`src/common/timer_split_pkg.sv`:
```
// How it works
// - Split mode: two independent 8-bit counters
// - Low byte uses first run/source/gate/flag
// - Low byte counts clock or event falls
// - High byte is timer only, clock/prescaled
// - High byte runs while second run set
// - High byte overflow sets second flag
// - Split: second timer no events, no flag
// - Split: second overflow pulse still delivered
// - Split: second timer stops in mode three
// - Bit 7 second flag, vector clears
// - Bit 6 second timer run control
// - Bit 5 first flag, vector clears
// - Bit 4 first timer run control
// - Bit 3 irq1 flag, edge latched/level
// - Bit 2 selects irq1 edge or level
// - Bit 1 irq0 flag, set by type
// - Irq1 polarity from configuration register
// - Irq1 type: zero level, one edge
package timer_split_pkg;

  localparam int ADDR_W = 3;
  localparam int DATA_W = 8;

  // Register byte addresses
  localparam logic [2:0] ADDR_CONTROL  = 3'h0;
  localparam logic [2:0] ADDR_MODE     = 3'h1;
  localparam logic [2:0] ADDR_T0_LOW   = 3'h2;
  localparam logic [2:0] ADDR_T0_HIGH  = 3'h3;
  localparam logic [2:0] ADDR_T1_LOW   = 3'h4;
  localparam logic [2:0] ADDR_T1_HIGH  = 3'h5;
  localparam logic [2:0] ADDR_CLOCK    = 3'h6;
  localparam logic [2:0] ADDR_IRQ_CFG  = 3'h7;

  // Control register fields
  localparam int BIT_T1_FLAG   = 7;
  localparam int BIT_T1_RUN    = 6;
  localparam int BIT_T0_FLAG   = 5;
  localparam int BIT_T0_RUN    = 4;
  localparam int BIT_IRQ1_FLAG = 3;
  localparam int BIT_IRQ1_TYPE = 2;
  localparam int BIT_IRQ0_FLAG = 1;
  localparam int BIT_IRQ0_TYPE = 0;

  // Mode register fields
  localparam int MODE0_LSB   = 0;
  localparam int BIT_CT0     = 2;
  localparam int BIT_T0_GATE = 3;
  localparam int MODE1_LSB   = 4;
  localparam int BIT_CT1     = 6;
  localparam int BIT_T1_GATE = 7;

  // Clock select register fields
  localparam int SCALE_LSB = 0;
  localparam int BIT_T0M   = 3;
  localparam int BIT_T1M   = 4;

  // Interrupt configuration fields
  localparam int BIT_IRQ0_POL = 3;
  localparam int BIT_IRQ1_POL = 7;

  localparam logic [7:0] RESET_BYTE = 8'h00;

  // Prescaler divisors
  localparam int PRESC_W = 6;
  localparam logic [5:0] DIV_12 = 6'h0C;
  localparam logic [5:0] DIV_4  = 6'h04;
  localparam logic [5:0] DIV_48 = 6'h30;
  localparam logic [5:0] DIV_8  = 6'h08;

  typedef enum logic [1:0] {
    MODE_13BIT,
    MODE_16BIT,
    MODE_8BIT_RELOAD,
    MODE_SPLIT
  } timer_mode_type;

endpackage

```
`src/timer_split_mode_control.sv`:
```
`timescale 1ns/1ps
module timer_split_mode_control
  import timer_split_pkg::*;
(
  input  wire logic              mclk,
  input  wire logic              rst_n,
  input  wire logic [ADDR_W-1:0] addr,
  input  wire logic [DATA_W-1:0] wr_data,
  input  wire logic              wr_en,
  input  wire logic              rd_en,
  output logic      [DATA_W-1:0] rd_data,
  input  wire logic              t0_event_pin,
  input  wire logic              t1_event_pin,
  input  wire logic              ext_irq0_input,
  input  wire logic              ext_irq1_input,
  input  wire logic              vector_t0,
  input  wire logic              vector_t1,
  input  wire logic              vector_irq0,
  input  wire logic              vector_irq1,
  output logic                   first_timer_overflow_flag,
  output logic                   second_timer_overflow_flag,
  output logic                   ext_irq0_flag,
  output logic                   ext_irq1_flag,
  output logic                   second_timer_overflow_pulse
);

  ////////////////////////////////////////////////////////////////////////////
  // Reset release and pin synchronisers
  logic rst_meta;
  logic rst_sync_n;

  always_ff @(posedge mclk or negedge rst_n) begin
    if (!rst_n) begin
      rst_meta   <= 1'b0;
      rst_sync_n <= 1'b0;
    end else begin
      rst_meta   <= 1'b1;
      rst_sync_n <= rst_meta;
    end
  end

  logic t0_fall;
  logic t1_fall;
  logic irq0_level;
  logic irq0_rise;
  logic irq0_fall;
  logic irq1_level;
  logic irq1_rise;
  logic irq1_fall;

  pin_sync_edge u_t0_pin (.mclk(mclk), .rst_sync_n(rst_sync_n), .pin(t0_event_pin),
    .level(), .rise(), .fall(t0_fall));
  pin_sync_edge u_t1_pin (.mclk(mclk), .rst_sync_n(rst_sync_n), .pin(t1_event_pin),
    .level(), .rise(), .fall(t1_fall));
  pin_sync_edge u_irq0_pin (.mclk(mclk), .rst_sync_n(rst_sync_n), .pin(ext_irq0_input),
    .level(irq0_level), .rise(irq0_rise), .fall(irq0_fall));
  pin_sync_edge u_irq1_pin (.mclk(mclk), .rst_sync_n(rst_sync_n), .pin(ext_irq1_input),
    .level(irq1_level), .rise(irq1_rise), .fall(irq1_fall));

  ////////////////////////////////////////////////////////////////////////////
  // Software registers
  logic [7:0] timer_mode_register;
  logic [7:0] clock_select;
  logic [7:0] ext_irq_config_register;
  logic       first_timer_run;
  logic       second_timer_run;
  logic       ext_irq0_type_select;
  logic       ext_irq1_type_select;

  logic wr_control;
  assign wr_control = wr_en && (addr == ADDR_CONTROL);

  always_ff @(posedge mclk or negedge rst_sync_n) begin
    if (!rst_sync_n) begin
      timer_mode_register     <= RESET_BYTE;
      clock_select            <= RESET_BYTE;
      ext_irq_config_register <= RESET_BYTE;
    end else if (wr_en) begin
      if (addr == ADDR_MODE)
        timer_mode_register <= wr_data;
      if (addr == ADDR_CLOCK)
        clock_select <= wr_data;
      if (addr == ADDR_IRQ_CFG)
        ext_irq_config_register <= wr_data & ((8'h01 << BIT_IRQ0_POL) | (8'h01 << BIT_IRQ1_POL));
    end
  end

  always_ff @(posedge mclk or negedge rst_sync_n) begin
    if (!rst_sync_n) begin
      first_timer_run      <= 1'b0;
      second_timer_run     <= 1'b0;
      ext_irq0_type_select <= 1'b0;
      ext_irq1_type_select <= 1'b0;
    end else if (wr_control) begin
      second_timer_run     <= wr_data[BIT_T1_RUN];
      first_timer_run      <= wr_data[BIT_T0_RUN];
      ext_irq1_type_select <= wr_data[BIT_IRQ1_TYPE];
      ext_irq0_type_select <= wr_data[BIT_IRQ0_TYPE];
    end
  end

  timer_mode_type t0_mode;
  timer_mode_type t1_mode;
  logic           split;
  logic           ct0;
  logic           ct1;
  logic           t0_gate;
  logic           t1_gate;
  logic           t0m;
  logic           t1m;

  assign t0_mode = timer_mode_type'(timer_mode_register[MODE0_LSB +: 2]);
  assign t1_mode = timer_mode_type'(timer_mode_register[MODE1_LSB +: 2]);
  assign split   = (t0_mode == MODE_SPLIT);
  assign ct0     = timer_mode_register[BIT_CT0];
  assign ct1     = timer_mode_register[BIT_CT1];
  assign t0_gate = timer_mode_register[BIT_T0_GATE];
  assign t1_gate = timer_mode_register[BIT_T1_GATE];
  assign t0m     = clock_select[BIT_T0M];
  assign t1m     = clock_select[BIT_T1M];

  ////////////////////////////////////////////////////////////////////////////
  // Prescaled clock enable
  logic [PRESC_W-1:0] presc_div;
  logic [PRESC_W-1:0] presc_count;
  logic               presc_tick;

  always_comb begin
    unique case (clock_select[SCALE_LSB +: 2])
      2'h0: presc_div = DIV_12;
      2'h1: presc_div = DIV_4;
      2'h2: presc_div = DIV_48;
      2'h3: presc_div = DIV_8;
    endcase
  end

  assign presc_tick = (presc_count >= presc_div - 6'h01);

  always_ff @(posedge mclk or negedge rst_sync_n) begin
    if (!rst_sync_n)
      presc_count <= '0;
    else if (presc_tick)
      presc_count <= '0;
    else
      presc_count <= presc_count + 6'h01;
  end

  ////////////////////////////////////////////////////////////////////////////
  // External interrupt activity
  logic irq0_active;
  logic irq1_active;
  logic irq0_edge;
  logic irq1_edge;

  assign irq0_active = ext_irq_config_register[BIT_IRQ0_POL] ? irq0_level : ~irq0_level;
  assign irq1_active = ext_irq_config_register[BIT_IRQ1_POL] ? irq1_level : ~irq1_level;
  assign irq0_edge   = ext_irq_config_register[BIT_IRQ0_POL] ? irq0_rise : irq0_fall;
  assign irq1_edge   = ext_irq_config_register[BIT_IRQ1_POL] ? irq1_rise : irq1_fall;

  ////////////////////////////////////////////////////////////////////////////
  // Count enables
  logic t0_tick;
  logic t0_high_tick;
  logic t1_tick;
  logic t1_enabled;

  // Low byte: own run, gate and source select
  assign t0_tick = first_timer_run && (!t0_gate || irq0_active) &&
                   (ct0 ? t0_fall : (t0m || presc_tick));
  // High byte in split: timer only, gated by second run
  assign t0_high_tick = split && second_timer_run && (t0m || presc_tick);
  // In split the second timer runs by its mode, never from events
  assign t1_enabled = split ? (t1_mode != MODE_SPLIT)
                            : (second_timer_run && (!t1_gate || irq1_active) && (t1_mode != MODE_SPLIT));
  assign t1_tick = t1_enabled && ((ct1 && !split) ? t1_fall : (t1m || presc_tick));

  ////////////////////////////////////////////////////////////////////////////
  // Counters
  logic [7:0]  first_timer_low_byte;
  logic [7:0]  first_timer_high_byte;
  logic [7:0]  tl1;
  logic [7:0]  th1;
  logic [7:0]  next_first_timer_low_byte;
  logic [7:0]  next_first_timer_high_byte;
  logic [7:0]  next_tl1;
  logic [7:0]  next_th1;
  logic        t0_ovf;
  logic        t0_high_ovf;
  logic        t1_ovf;
  logic [13:0] t0_sum13;
  logic [16:0] t0_sum16;
  logic [8:0]  t0_low_sum;
  logic [8:0]  t0_high_sum;
  logic [13:0] t1_sum13;
  logic [16:0] t1_sum16;
  logic [8:0]  tl1_sum;

  assign t0_sum13    = {1'b0, first_timer_high_byte, first_timer_low_byte[4:0]} + 14'h0001;
  assign t0_sum16    = {1'b0, first_timer_high_byte, first_timer_low_byte} + 17'h00001;
  assign t0_low_sum  = {1'b0, first_timer_low_byte} + 9'h001;
  assign t0_high_sum = {1'b0, first_timer_high_byte} + 9'h001;
  assign t1_sum13 = {1'b0, th1, tl1[4:0]} + 14'h0001;
  assign t1_sum16 = {1'b0, th1, tl1} + 17'h00001;
  assign tl1_sum  = {1'b0, tl1} + 9'h001;

  always_comb begin
    next_first_timer_low_byte  = first_timer_low_byte;
    next_first_timer_high_byte = first_timer_high_byte;
    t0_ovf                     = 1'b0;
    t0_high_ovf                = 1'b0;
    if (t0_tick) begin
      unique case (t0_mode)
        MODE_13BIT: begin
          {t0_ovf, next_first_timer_high_byte} = t0_sum13[13:5];
          next_first_timer_low_byte = {first_timer_low_byte[7:5], t0_sum13[4:0]};
        end
        MODE_16BIT: begin
          {t0_ovf, next_first_timer_high_byte, next_first_timer_low_byte} = t0_sum16;
        end
        MODE_8BIT_RELOAD: begin
          t0_ovf                    = t0_low_sum[8];
          next_first_timer_low_byte = t0_low_sum[8] ? first_timer_high_byte : t0_low_sum[7:0];
        end
        MODE_SPLIT: begin
          {t0_ovf, next_first_timer_low_byte} = t0_low_sum;
        end
      endcase
    end
    if (t0_high_tick) begin
      {t0_high_ovf, next_first_timer_high_byte} = t0_high_sum;
    end
  end

  always_comb begin
    next_tl1 = tl1;
    next_th1 = th1;
    t1_ovf   = 1'b0;
    if (t1_tick) begin
      unique case (t1_mode)
        MODE_13BIT: begin
          {t1_ovf, next_th1} = t1_sum13[13:5];
          next_tl1 = {tl1[7:5], t1_sum13[4:0]};
        end
        MODE_16BIT: begin
          {t1_ovf, next_th1, next_tl1} = t1_sum16;
        end
        MODE_8BIT_RELOAD: begin
          t1_ovf   = tl1_sum[8];
          next_tl1 = tl1_sum[8] ? th1 : tl1_sum[7:0];
        end
        MODE_SPLIT: begin
          t1_ovf = 1'b0;
        end
      endcase
    end
  end

  // Software writes take precedence over counting
  always_ff @(posedge mclk or negedge rst_sync_n) begin
    if (!rst_sync_n) begin
      first_timer_low_byte  <= RESET_BYTE;
      first_timer_high_byte <= RESET_BYTE;
      tl1 <= RESET_BYTE;
      th1 <= RESET_BYTE;
    end else begin
      first_timer_low_byte  <= (wr_en && addr == ADDR_T0_LOW) ? wr_data : next_first_timer_low_byte;
      first_timer_high_byte <= (wr_en && addr == ADDR_T0_HIGH) ? wr_data : next_first_timer_high_byte;
      tl1 <= (wr_en && addr == ADDR_T1_LOW) ? wr_data : next_tl1;
      th1 <= (wr_en && addr == ADDR_T1_HIGH) ? wr_data : next_th1;
    end
  end

  ////////////////////////////////////////////////////////////////////////////
  // Overflow flags and pulse
  logic t1_flag_set;
  assign t1_flag_set = split ? t0_high_ovf : t1_ovf;

  always_ff @(posedge mclk or negedge rst_sync_n) begin
    if (!rst_sync_n)
      second_timer_overflow_flag <= 1'b0;
    else if (t1_flag_set)
      second_timer_overflow_flag <= 1'b1;
    else if (vector_t1)
      second_timer_overflow_flag <= 1'b0;
    else if (wr_control)
      second_timer_overflow_flag <= wr_data[BIT_T1_FLAG];
  end

  always_ff @(posedge mclk or negedge rst_sync_n) begin
    if (!rst_sync_n)
      first_timer_overflow_flag <= 1'b0;
    else if (t0_ovf)
      first_timer_overflow_flag <= 1'b1;
    else if (vector_t0)
      first_timer_overflow_flag <= 1'b0;
    else if (wr_control)
      first_timer_overflow_flag <= wr_data[BIT_T0_FLAG];
  end

  always_ff @(posedge mclk or negedge rst_sync_n) begin
    if (!rst_sync_n)
      second_timer_overflow_pulse <= 1'b0;
    else
      second_timer_overflow_pulse <= t1_ovf;
  end

  ////////////////////////////////////////////////////////////////////////////
  // External interrupt flags
  always_ff @(posedge mclk or negedge rst_sync_n) begin
    if (!rst_sync_n)
      ext_irq1_flag <= 1'b0;
    else if (!ext_irq1_type_select)
      ext_irq1_flag <= irq1_active;
    else if (irq1_edge)
      ext_irq1_flag <= 1'b1;
    else if (vector_irq1)
      ext_irq1_flag <= 1'b0;
    else if (wr_control)
      ext_irq1_flag <= wr_data[BIT_IRQ1_FLAG];
  end

  always_ff @(posedge mclk or negedge rst_sync_n) begin
    if (!rst_sync_n)
      ext_irq0_flag <= 1'b0;
    else if (!ext_irq0_type_select)
      ext_irq0_flag <= irq0_active;
    else if (irq0_edge)
      ext_irq0_flag <= 1'b1;
    else if (vector_irq0)
      ext_irq0_flag <= 1'b0;
    else if (wr_control)
      ext_irq0_flag <= wr_data[BIT_IRQ0_FLAG];
  end

  ////////////////////////////////////////////////////////////////////////////
  // Read port, data one cycle after the strobe
  logic [7:0] control_value;

  always_comb begin
    control_value            = RESET_BYTE;
    control_value[BIT_T1_FLAG]   = second_timer_overflow_flag;
    control_value[BIT_T1_RUN]    = second_timer_run;
    control_value[BIT_T0_FLAG]   = first_timer_overflow_flag;
    control_value[BIT_T0_RUN]    = first_timer_run;
    control_value[BIT_IRQ1_FLAG] = ext_irq1_flag;
    control_value[BIT_IRQ1_TYPE] = ext_irq1_type_select;
    control_value[BIT_IRQ0_FLAG] = ext_irq0_flag;
    control_value[BIT_IRQ0_TYPE] = ext_irq0_type_select;
  end

  always_ff @(posedge mclk or negedge rst_sync_n) begin
    if (!rst_sync_n)
      rd_data <= RESET_BYTE;
    else if (rd_en) begin
      unique case (addr)
        ADDR_CONTROL: rd_data <= control_value;
        ADDR_MODE:    rd_data <= timer_mode_register;
        ADDR_T0_LOW:  rd_data <= first_timer_low_byte;
        ADDR_T0_HIGH: rd_data <= first_timer_high_byte;
        ADDR_T1_LOW:  rd_data <= tl1;
        ADDR_T1_HIGH: rd_data <= th1;
        ADDR_CLOCK:   rd_data <= clock_select;
        ADDR_IRQ_CFG: rd_data <= ext_irq_config_register;
      endcase
    end else
      rd_data <= RESET_BYTE;
  end

endmodule // timer_split_mode_control

```
`src/pin_sync_edge.sv`:
```
`timescale 1ns/1ps
module pin_sync_edge (
  input  wire logic mclk,
  input  wire logic rst_sync_n,
  input  wire logic pin,
  output logic      level,
  output logic      rise,
  output logic      fall
);

  logic meta;
  logic prev;

  // Two-stage synchroniser, then history for edges
  always_ff @(posedge mclk or negedge rst_sync_n) begin
    if (!rst_sync_n) begin
      meta  <= 1'b1;
      level <= 1'b1;
      prev  <= 1'b1;
    end else begin
      meta  <= pin;
      level <= meta;
      prev  <= level;
    end
  end

  assign rise = level & ~prev;
  assign fall = ~level & prev;

endmodule // pin_sync_edge

```
`config.mk`:
```
export PLATFORM = sky130hd
export DESIGN_NAME = timer_split_mode_control
export DESIGN_NICKNAME = d
export VERILOG_FILES = /design/src/common/timer_split_pkg.sv /design/src/timer_split_mode_control.sv /design/src/pin_sync_edge.sv
export SDC_FILE = /design/constraint.sdc
export NUM_CORES = 1
export LEC_CHECK = 0
export BUFFER_PORTS_ARGS = -buffer_cell sky130_fd_sc_hd__buf_2
export CORE_MARGIN = 4
export CORE_UTILIZATION = 40
export CTS_CLUSTER_DIAMETER = 150
export DETAILED_ROUTE_END_ITERATION = 8
export PLACE_DENSITY = 0.59
export SLEW_MARGIN = 25
export SYNTH_ARGS = -nofsm -noshare
export SYNTH_HDL_FRONTEND = slang
export SYNTH_HIERARCHICAL = 1
export SYNTH_SLANG_ARGS = --single-unit
```
`constraint.sdc`:
```
create_clock -name mclk -period 2.7 [get_ports mclk]
set_input_delay 0 -clock mclk [delete_from_list [all_inputs] [get_ports mclk]]
set_output_delay 0 -clock mclk [all_outputs]
set_load 0.02 [all_outputs]
```
==> results of run 1 <==
-- worst min-delay path by stage --
stage / endpoint / slack, ps
floorplan: rst_meta / -300
global placement: rst_meta / -210
detailed placement: rst_meta / -210
CTS: first_timer_low_byte[5] / 4
global route: first_timer_high_byte[4] / 30
finish: first_timer_low_byte[5] / 10
-- worst register-to-register path, cell delays in order (launching register included) --
cell and delay [ps]:
dfrtp_1 410, nand2b_1 150, ha_1 300, nand3_1 90, or2_1 260, a32oi_2 220, buf_4 230, nor2b_1 210
a21oi_2 120, mux2_2 300
-- per-layer routing --
metal | part of all wire (%) | vias to the layer above
met1 | 45 | 2185
met4 | 3.0 | 0
met2 | 45 | 194
met5 | 0 | -
li1 | - | 2150
met3 | 7.0 | 34
-- per-stage QoR --
step	instances	hold WS, ps
CTS	788	3.544
global route	788	27.64
detailed placement	759	-213.6
global placement	759	-214.4
floorplan	571	-295.6
finish	788	13.03
-- cells in the final DEF (no fill, tap or decap), types with 6 or more instances in the layout --
cell	count
a21oi_1	32
a22oi_1	8
a31oi_1	9
and2_1	6
and3_1	9
buf_2	35
buf_4	12
clkbuf_16	9
dfrtp_1	74
dfstp_2	12
dlygate4sd3_1	13
ha_1	12
inv_1	13
mux2_2	22
mux2i_1	21
nand2_1	54
nand2b_1	7
nand3_1	26
nand3b_1	6
nand4_1	7
nand4b_1	8
nor2_1	44
nor2b_1	11
o211ai_1	8
o21ai_0	53
or3_1	9
xnor2_1	7
xor2_1	14
-- final cells by class --
class / instances / share of cell area (%)
Inverter: 13 / 0.8005
Multi-Input combinational cell: 439 / 47.52
Clock inverter: 5 / 1.334
Timing Repair Buffer: 61 / 6.814
Sequential cell: 87 / 36.02
Clock buffer: 11 / 3.982
Tap cell: 172 / 3.530
-- power groups by stage --
stage | combinational, mW | sequential (mW) | clock (mW)
3_5_place_dp | 1.57 | 2.06 | 0
5_1_grt | 1.79 | 2.10 | 1.46
6_report | 1.61 | 2.05 | 1.37
4_1_cts | 1.60 | 2.05 | 1.40
2_1_floorplan | 1.18 | 1.95 | 0
3_3_place_gp | 1.53 | 2.06 | 0
-- state kept, by name (all words and copies together) (netlist names), 2 cells and up --
register	count
rd_data	8
ext_irq_config_register	2
first_timer_low_byte	8
tl1	8
clock_select	8
first_timer_high_byte	8
th1	8
presc_count	6
timer_mode_register	8
==> flow_summary.json, run 1 <==
{
  "path_delay_family": "simple AND/OR/NAND/NOR gates",
  "cts-root-buf": "clkbuf_16",
  "worst_setup_path_startpoint": "clock_select[0]",
  "outcome": "finished clean",
  "grt_antenna_before_repair": 0,
  "detailedPlacementHpwl_um": 10960,
  "use_met3_pct": 3.963,
  "syn_to_final_growth_pct": 15.51,
  "floorplan.die.height_um": 122.9,
  "cts-root-to-sink-buffers": 2,
  "worst-path-stages": 9,
  "vias": 4563,
  "synthesis.area_per_instance_um2": 9.259,
  "finish.net_count": 646,
  "dieArea_um2": 15100,
  "ant_nets": 0,
  "critical_path_cell_list": "nand2b_1, ha_1, nand3_1, or2_1, a32oi_2, buf_4, nor2b_1, a21oi_2, mux2_2",
  "setup_viol": 0,
  "static-leakage-power_nw": 2.609,
  "final_design_area_no_fill_um2": 6096,
  "cts_num_sinks": 87,
  "maxSlewHeadroom_pct": 56.55,
  "worstRegToRegCells": 9,
  "report.power.total_mw": 5.037,
  "power_frac_clock_pct": 27.2,
  "rr_startpoint": "clock_select[0]",
  "floorplan.core_area_um2": 12770,
  "effective_utilization_at_floorplan_pct": 41.32,
  "required_ps": 2940,
  "net-switching-power_mw": 1.860,
  "globalRoute.totalOverflow": 0,
  "ctsResizeCount": 0,
  "rsz0062_at_grt": "false",
  "vdd_drop_max_v": 0.0003952,
  "max_freq_ghz": 0.4181,
  "worst_r2r_endpoint": "tl1[0]",
  "crit_fanout": 11,
  "hold_buffers": 13,
  "area_of_the_multi_input_gates_um2": 2897,
  "wl_per_cell_um": 19.13,
  "diodes": 0,
  "cp.buffers_inverters": 1,
  "endpoint_of_the_worst_setup_timing_path": "tl1[0]",
  "slowest_delay_ps": 410,
  "place_area_um2": 5642,
  "totalNegativeSetupSlack_ps": 0,
  "cts_h_tree_lvls": 3,
  "clock_skew_ps": 9.127,
  "finalWorstSetupSlack_ps": 308.0,
  "grt_max_degree": 47,
  "drcViolationCount": 0,
  "crit_path_time_final_ps": 2392,
  "grt.total_usage_pct": 21.03,
  "met2_usage_pct": 31.19,
  "hold_depth": 3,
  "power_report.internal_total_mw": 3.177,
  "power-per-cell-area_nw_per_um2": 826.3,
  "regToRegSetupSlack_ps": 310,
  "io_buffer_count": 35,
  "drt_iter0_markers": 384,
  "number_of_standard_cell_rows_in_the_floorplan": 41,
  "clk_pin_slew_ps": 70,
  "sequentialPowerShare_pct": 40.8,
  "post_synth_instance_area_um2": 5278,
  "critPathArrivalTime_ps": 2630,
  "crit_path_end_kind": "flop",
  "critPathKind": "reg2reg",
  "timing.hold.worst.class": "in2reg",
  "worst_slew_pin_slew_ps": 649.8,
  "drt_pass1_iterations": 5,
  "numCtsBuffers": 9,
  "grt_util_met1_pct": 30.08,
  "postCtsSetupRepairBufs": 0,
  "post-route-util_pct": 47.72,
  "gpl.final_weighted_congestion": 0.9106,
  "worst_skew_pair.late_latency_ps": 350,
  "cts_tree": "yes",
  "detail_route.wirelength_um": 15080,
  "drive_gt1_share_pct": 18.99,
  "grt_first_pass_wirelength_um": 23920,
  "synthesis.instances": 570,
  "cpMaxStageDelayCell": "dfrtp_1",
  "maxSlewViolCount": 0,
  "area.sequential_um2": 2196,
  "hold_path_startpoint": "wr_data[5]",
  "critPathLaunchType": "flop",
  "filler_cell_count": 1209,
  "via_count_of_the_first_global_routing_pass": 4274,
  "die_w_um": 122.9,
  "timing.final.crit_share_pct": 88.59,
  "swShare_pct": 36.92,
  "yosysWarningCount": 6,
  "design.portCount": 36,
  "max_cap_viol_count": 0,
  "finalHoldViolCount": 0,
  "pre_cts_ws_ps": 326.8,
  "top_usage_layer": "met2",
  "p_comb_share_pct": 32.0,
  "routed_via_density": 5.791
}
Power figures use the tool's default switching activity.
==> run 2: changes to the inputs <==
--- a/config.mk
+++ b/config.mk
@@ -10,6 +10,7 @@
 export CORE_UTILIZATION = 40
 export CTS_CLUSTER_DIAMETER = 150
 export DETAILED_ROUTE_END_ITERATION = 8
+export GPL_TIMING_DRIVEN = 0
 export PLACE_DENSITY = 0.59
 export SLEW_MARGIN = 25
 export SYNTH_ARGS = -nofsm -noshare
==> run 2 against run 1 <==
  * Global-route usage increased by 0.60 points
  * Via count increased by 0.92%
  * Utilization increased by 0.14 points
  * Critical path type unchanged
  * Clock skew decreased by 2.5 ps
  * Total power decreased by 2.8%
  * Largest cell class unchanged
==> flow_summary.json, run 2 (synthesized netlist as in run 1, its figures left out) <==
{
  "outcome": "finished clean",
  "diodes": 0,
  "design.portCount": 36,
  "max_cap_viol_count": 0,
  "filler_cell_count": 1217,
  "numCtsBuffers": 9,
  "place_area_um2": 5705,
  "pre_cts_ws_ps": 151.1,
  "fin_cells": 805,
  "worst_slew_pin_slew_ps": 829.4,
  "via_count_of_the_first_global_routing_pass": 4371,
  "required_ps": 2970,
  "timing.hold.ws_ps": 18.41,
  "die_w_um": 122.9,
  "cts_tree": "yes",
  "drt_pass1_iterations": 5,
  "wl_per_cell_um": 19.20,
  "postCtsSetupRepairBufs": 0,
  "timing.hold.worst.class": "in2reg",
  "detailedPlacementHpwl_um": 11370,
  "static-leakage-power_nw": 2.594,
  "routed_via_density": 5.720,
  "drive_gt1_share_pct": 18.17,
  "vdd_drop_max_v": 0.0006138,
  "cts-root-buf": "clkbuf_16",
  "power-per-cell-area_nw_per_um2": 801.3,
  "critPathArrivalTime_ps": 2760,
  "finish.net_count": 663,
  "final_design_area_no_fill_um2": 6113,
  "crit_fanout": 10,
  "maxSlewViolCount": 0,
  "maxSlewHeadroom_pct": 44.28,
  "crit_path_time_final_ps": 2485,
  "vias": 4605,
  "critPathKind": "reg2reg",
  "io_buffer_count": 33,
  "layout_commonest_cell": "dfrtp_1",
  "timing.final.crit_share_pct": 92.05,
  "globalRoute.totalOverflow": 0,
  "cts-root-to-sink-buffers": 2,
  "cts_h_tree_lvls": 3,
  "grt_first_pass_wirelength_um": 24360,
  "finalWorstSetupSlack_ps": 214.7,
  "number_of_standard_cell_rows_in_the_floorplan": 41,
  "clock_skew_ps": 6.612,
  "detail_route.wirelength_um": 15460,
  "effective_utilization_at_floorplan_pct": 41.32,
  "drt_iter0_markers": 356,
  "totalNegativeSetupSlack_ps": 0,
  "drcViolationCount": 0,
  "grt_max_degree": 34,
  "critPathLaunchType": "flop",
  "floorplan.die.height_um": 122.9,
  "grt.total_usage_pct": 21.64,
  "post-route-util_pct": 47.86,
  "ant_nets": 0,
  "crit_path_end_kind": "flop",
  "rsz0062_at_grt": "false",
  "cts_num_sinks": 87,
  "finalHoldViolCount": 0,
  "dieArea_um2": 15100,
  "syn_to_final_growth_pct": 15.84,
  "layout_common_cells": "74 x dfrtp_1, 54 x nand2_1, 53 x o21ai_0",
  "placed_cells_incl_taps": 778,
  "max_freq_ghz": 0.4024,
  "floorplan.core_area_um2": 12770,
  "report.power.total_mw": 4.899,
  "worst_skew_pair.late_latency_ps": 350,
  "gpl.final_weighted_congestion": 0.9331,
  "grt_antenna_before_repair": 0,
  "clk_pin_slew_ps": 70,
  "setup_viol": 0
}
-- run 2: changes by cell type in the layout (fill, tap and decap cells not counted), moves of 2 or more --
cell | before | now
buf_6 | 0 | 2
clkbuf_1 | 1 | 21
buf_2 | 35 | 39
buf_4 | 12 | 0
dlygate4sd3_1 | 13 | 11
bufinv_16 | 2 | 0
buf_1 | 0 | 2
inv_6 | 0 | 2
-- run 2: worst max-delay path, stage by stage, from the launching register on --
cell and delay, ps:
dfrtp_1 450, nand2b_1 170, ha_1 310, nand3_1 90, or2_1 290, a32oi_2 260, buf_6 190, nand4b_4 140
or3_1 380, a21oi_1 140
-- run 2: worst paths after layout --
path	endpoint	slack, ps	cells past startpoint	startpoint
min reg2reg	ext_irq1_flag	210	0	rst_sync_n
max	tl1[7]	210	9	clock_select[0]
max in group asynchronous	first_timer_low_byte[5]	1770	2	rst_sync_n
min	timer_mode_register[5]	20	3	wr_data[5]
min in group asynchronous	ext_irq1_flag	210	0	rst_sync_n
max reg2reg	tl1[7]	210	9	clock_select[0]
-- run 2: area by class of cell --
| class | count | area (um^2) | area share (%) |
|---|---|---|---|
| Inverter | 13 | 48.80 | 0.7982 |
| Buffer | 32 | 143.9 | 2.354 |
| Clock buffer | 10 | 239.0 | 3.909 |
| Clock inverter | 6 | 52.55 | 0.8596 |
| Sequential cell | 87 | 2196 | 35.92 |
| Multi-Input combinational cell | 439 | 2903 | 47.48 |
| Tap cell | 172 | 215.2 | 3.520 |
| Timing Repair Buffer | 46 | 315.3 | 5.158 |
-- run 2: layer usage --
metal  wire [um]  global-route usage (%)
met1        7247                   30.55
met2        6712                   32.22
met3         919                   3.779
met4         577                   10.15
met5           0                       0
-- run 2: repair_timing --
item | in CTS | in global routing
endpoints found under the setup margin | 0 | 1
hold buffers | 11 | 0
gates resized for setup | 0 | 1
hold endpoints to repair | 13 | 0
-- run 2: power breakdown --
group	internal [mW]	leakage [nW]	total (mW)	switching, mW
Sequential	1.62	1.03	2.06	0.441
Combinational	0.718	1.43	1.61	0.890
Clock	0.664	0.138	1.23	0.566
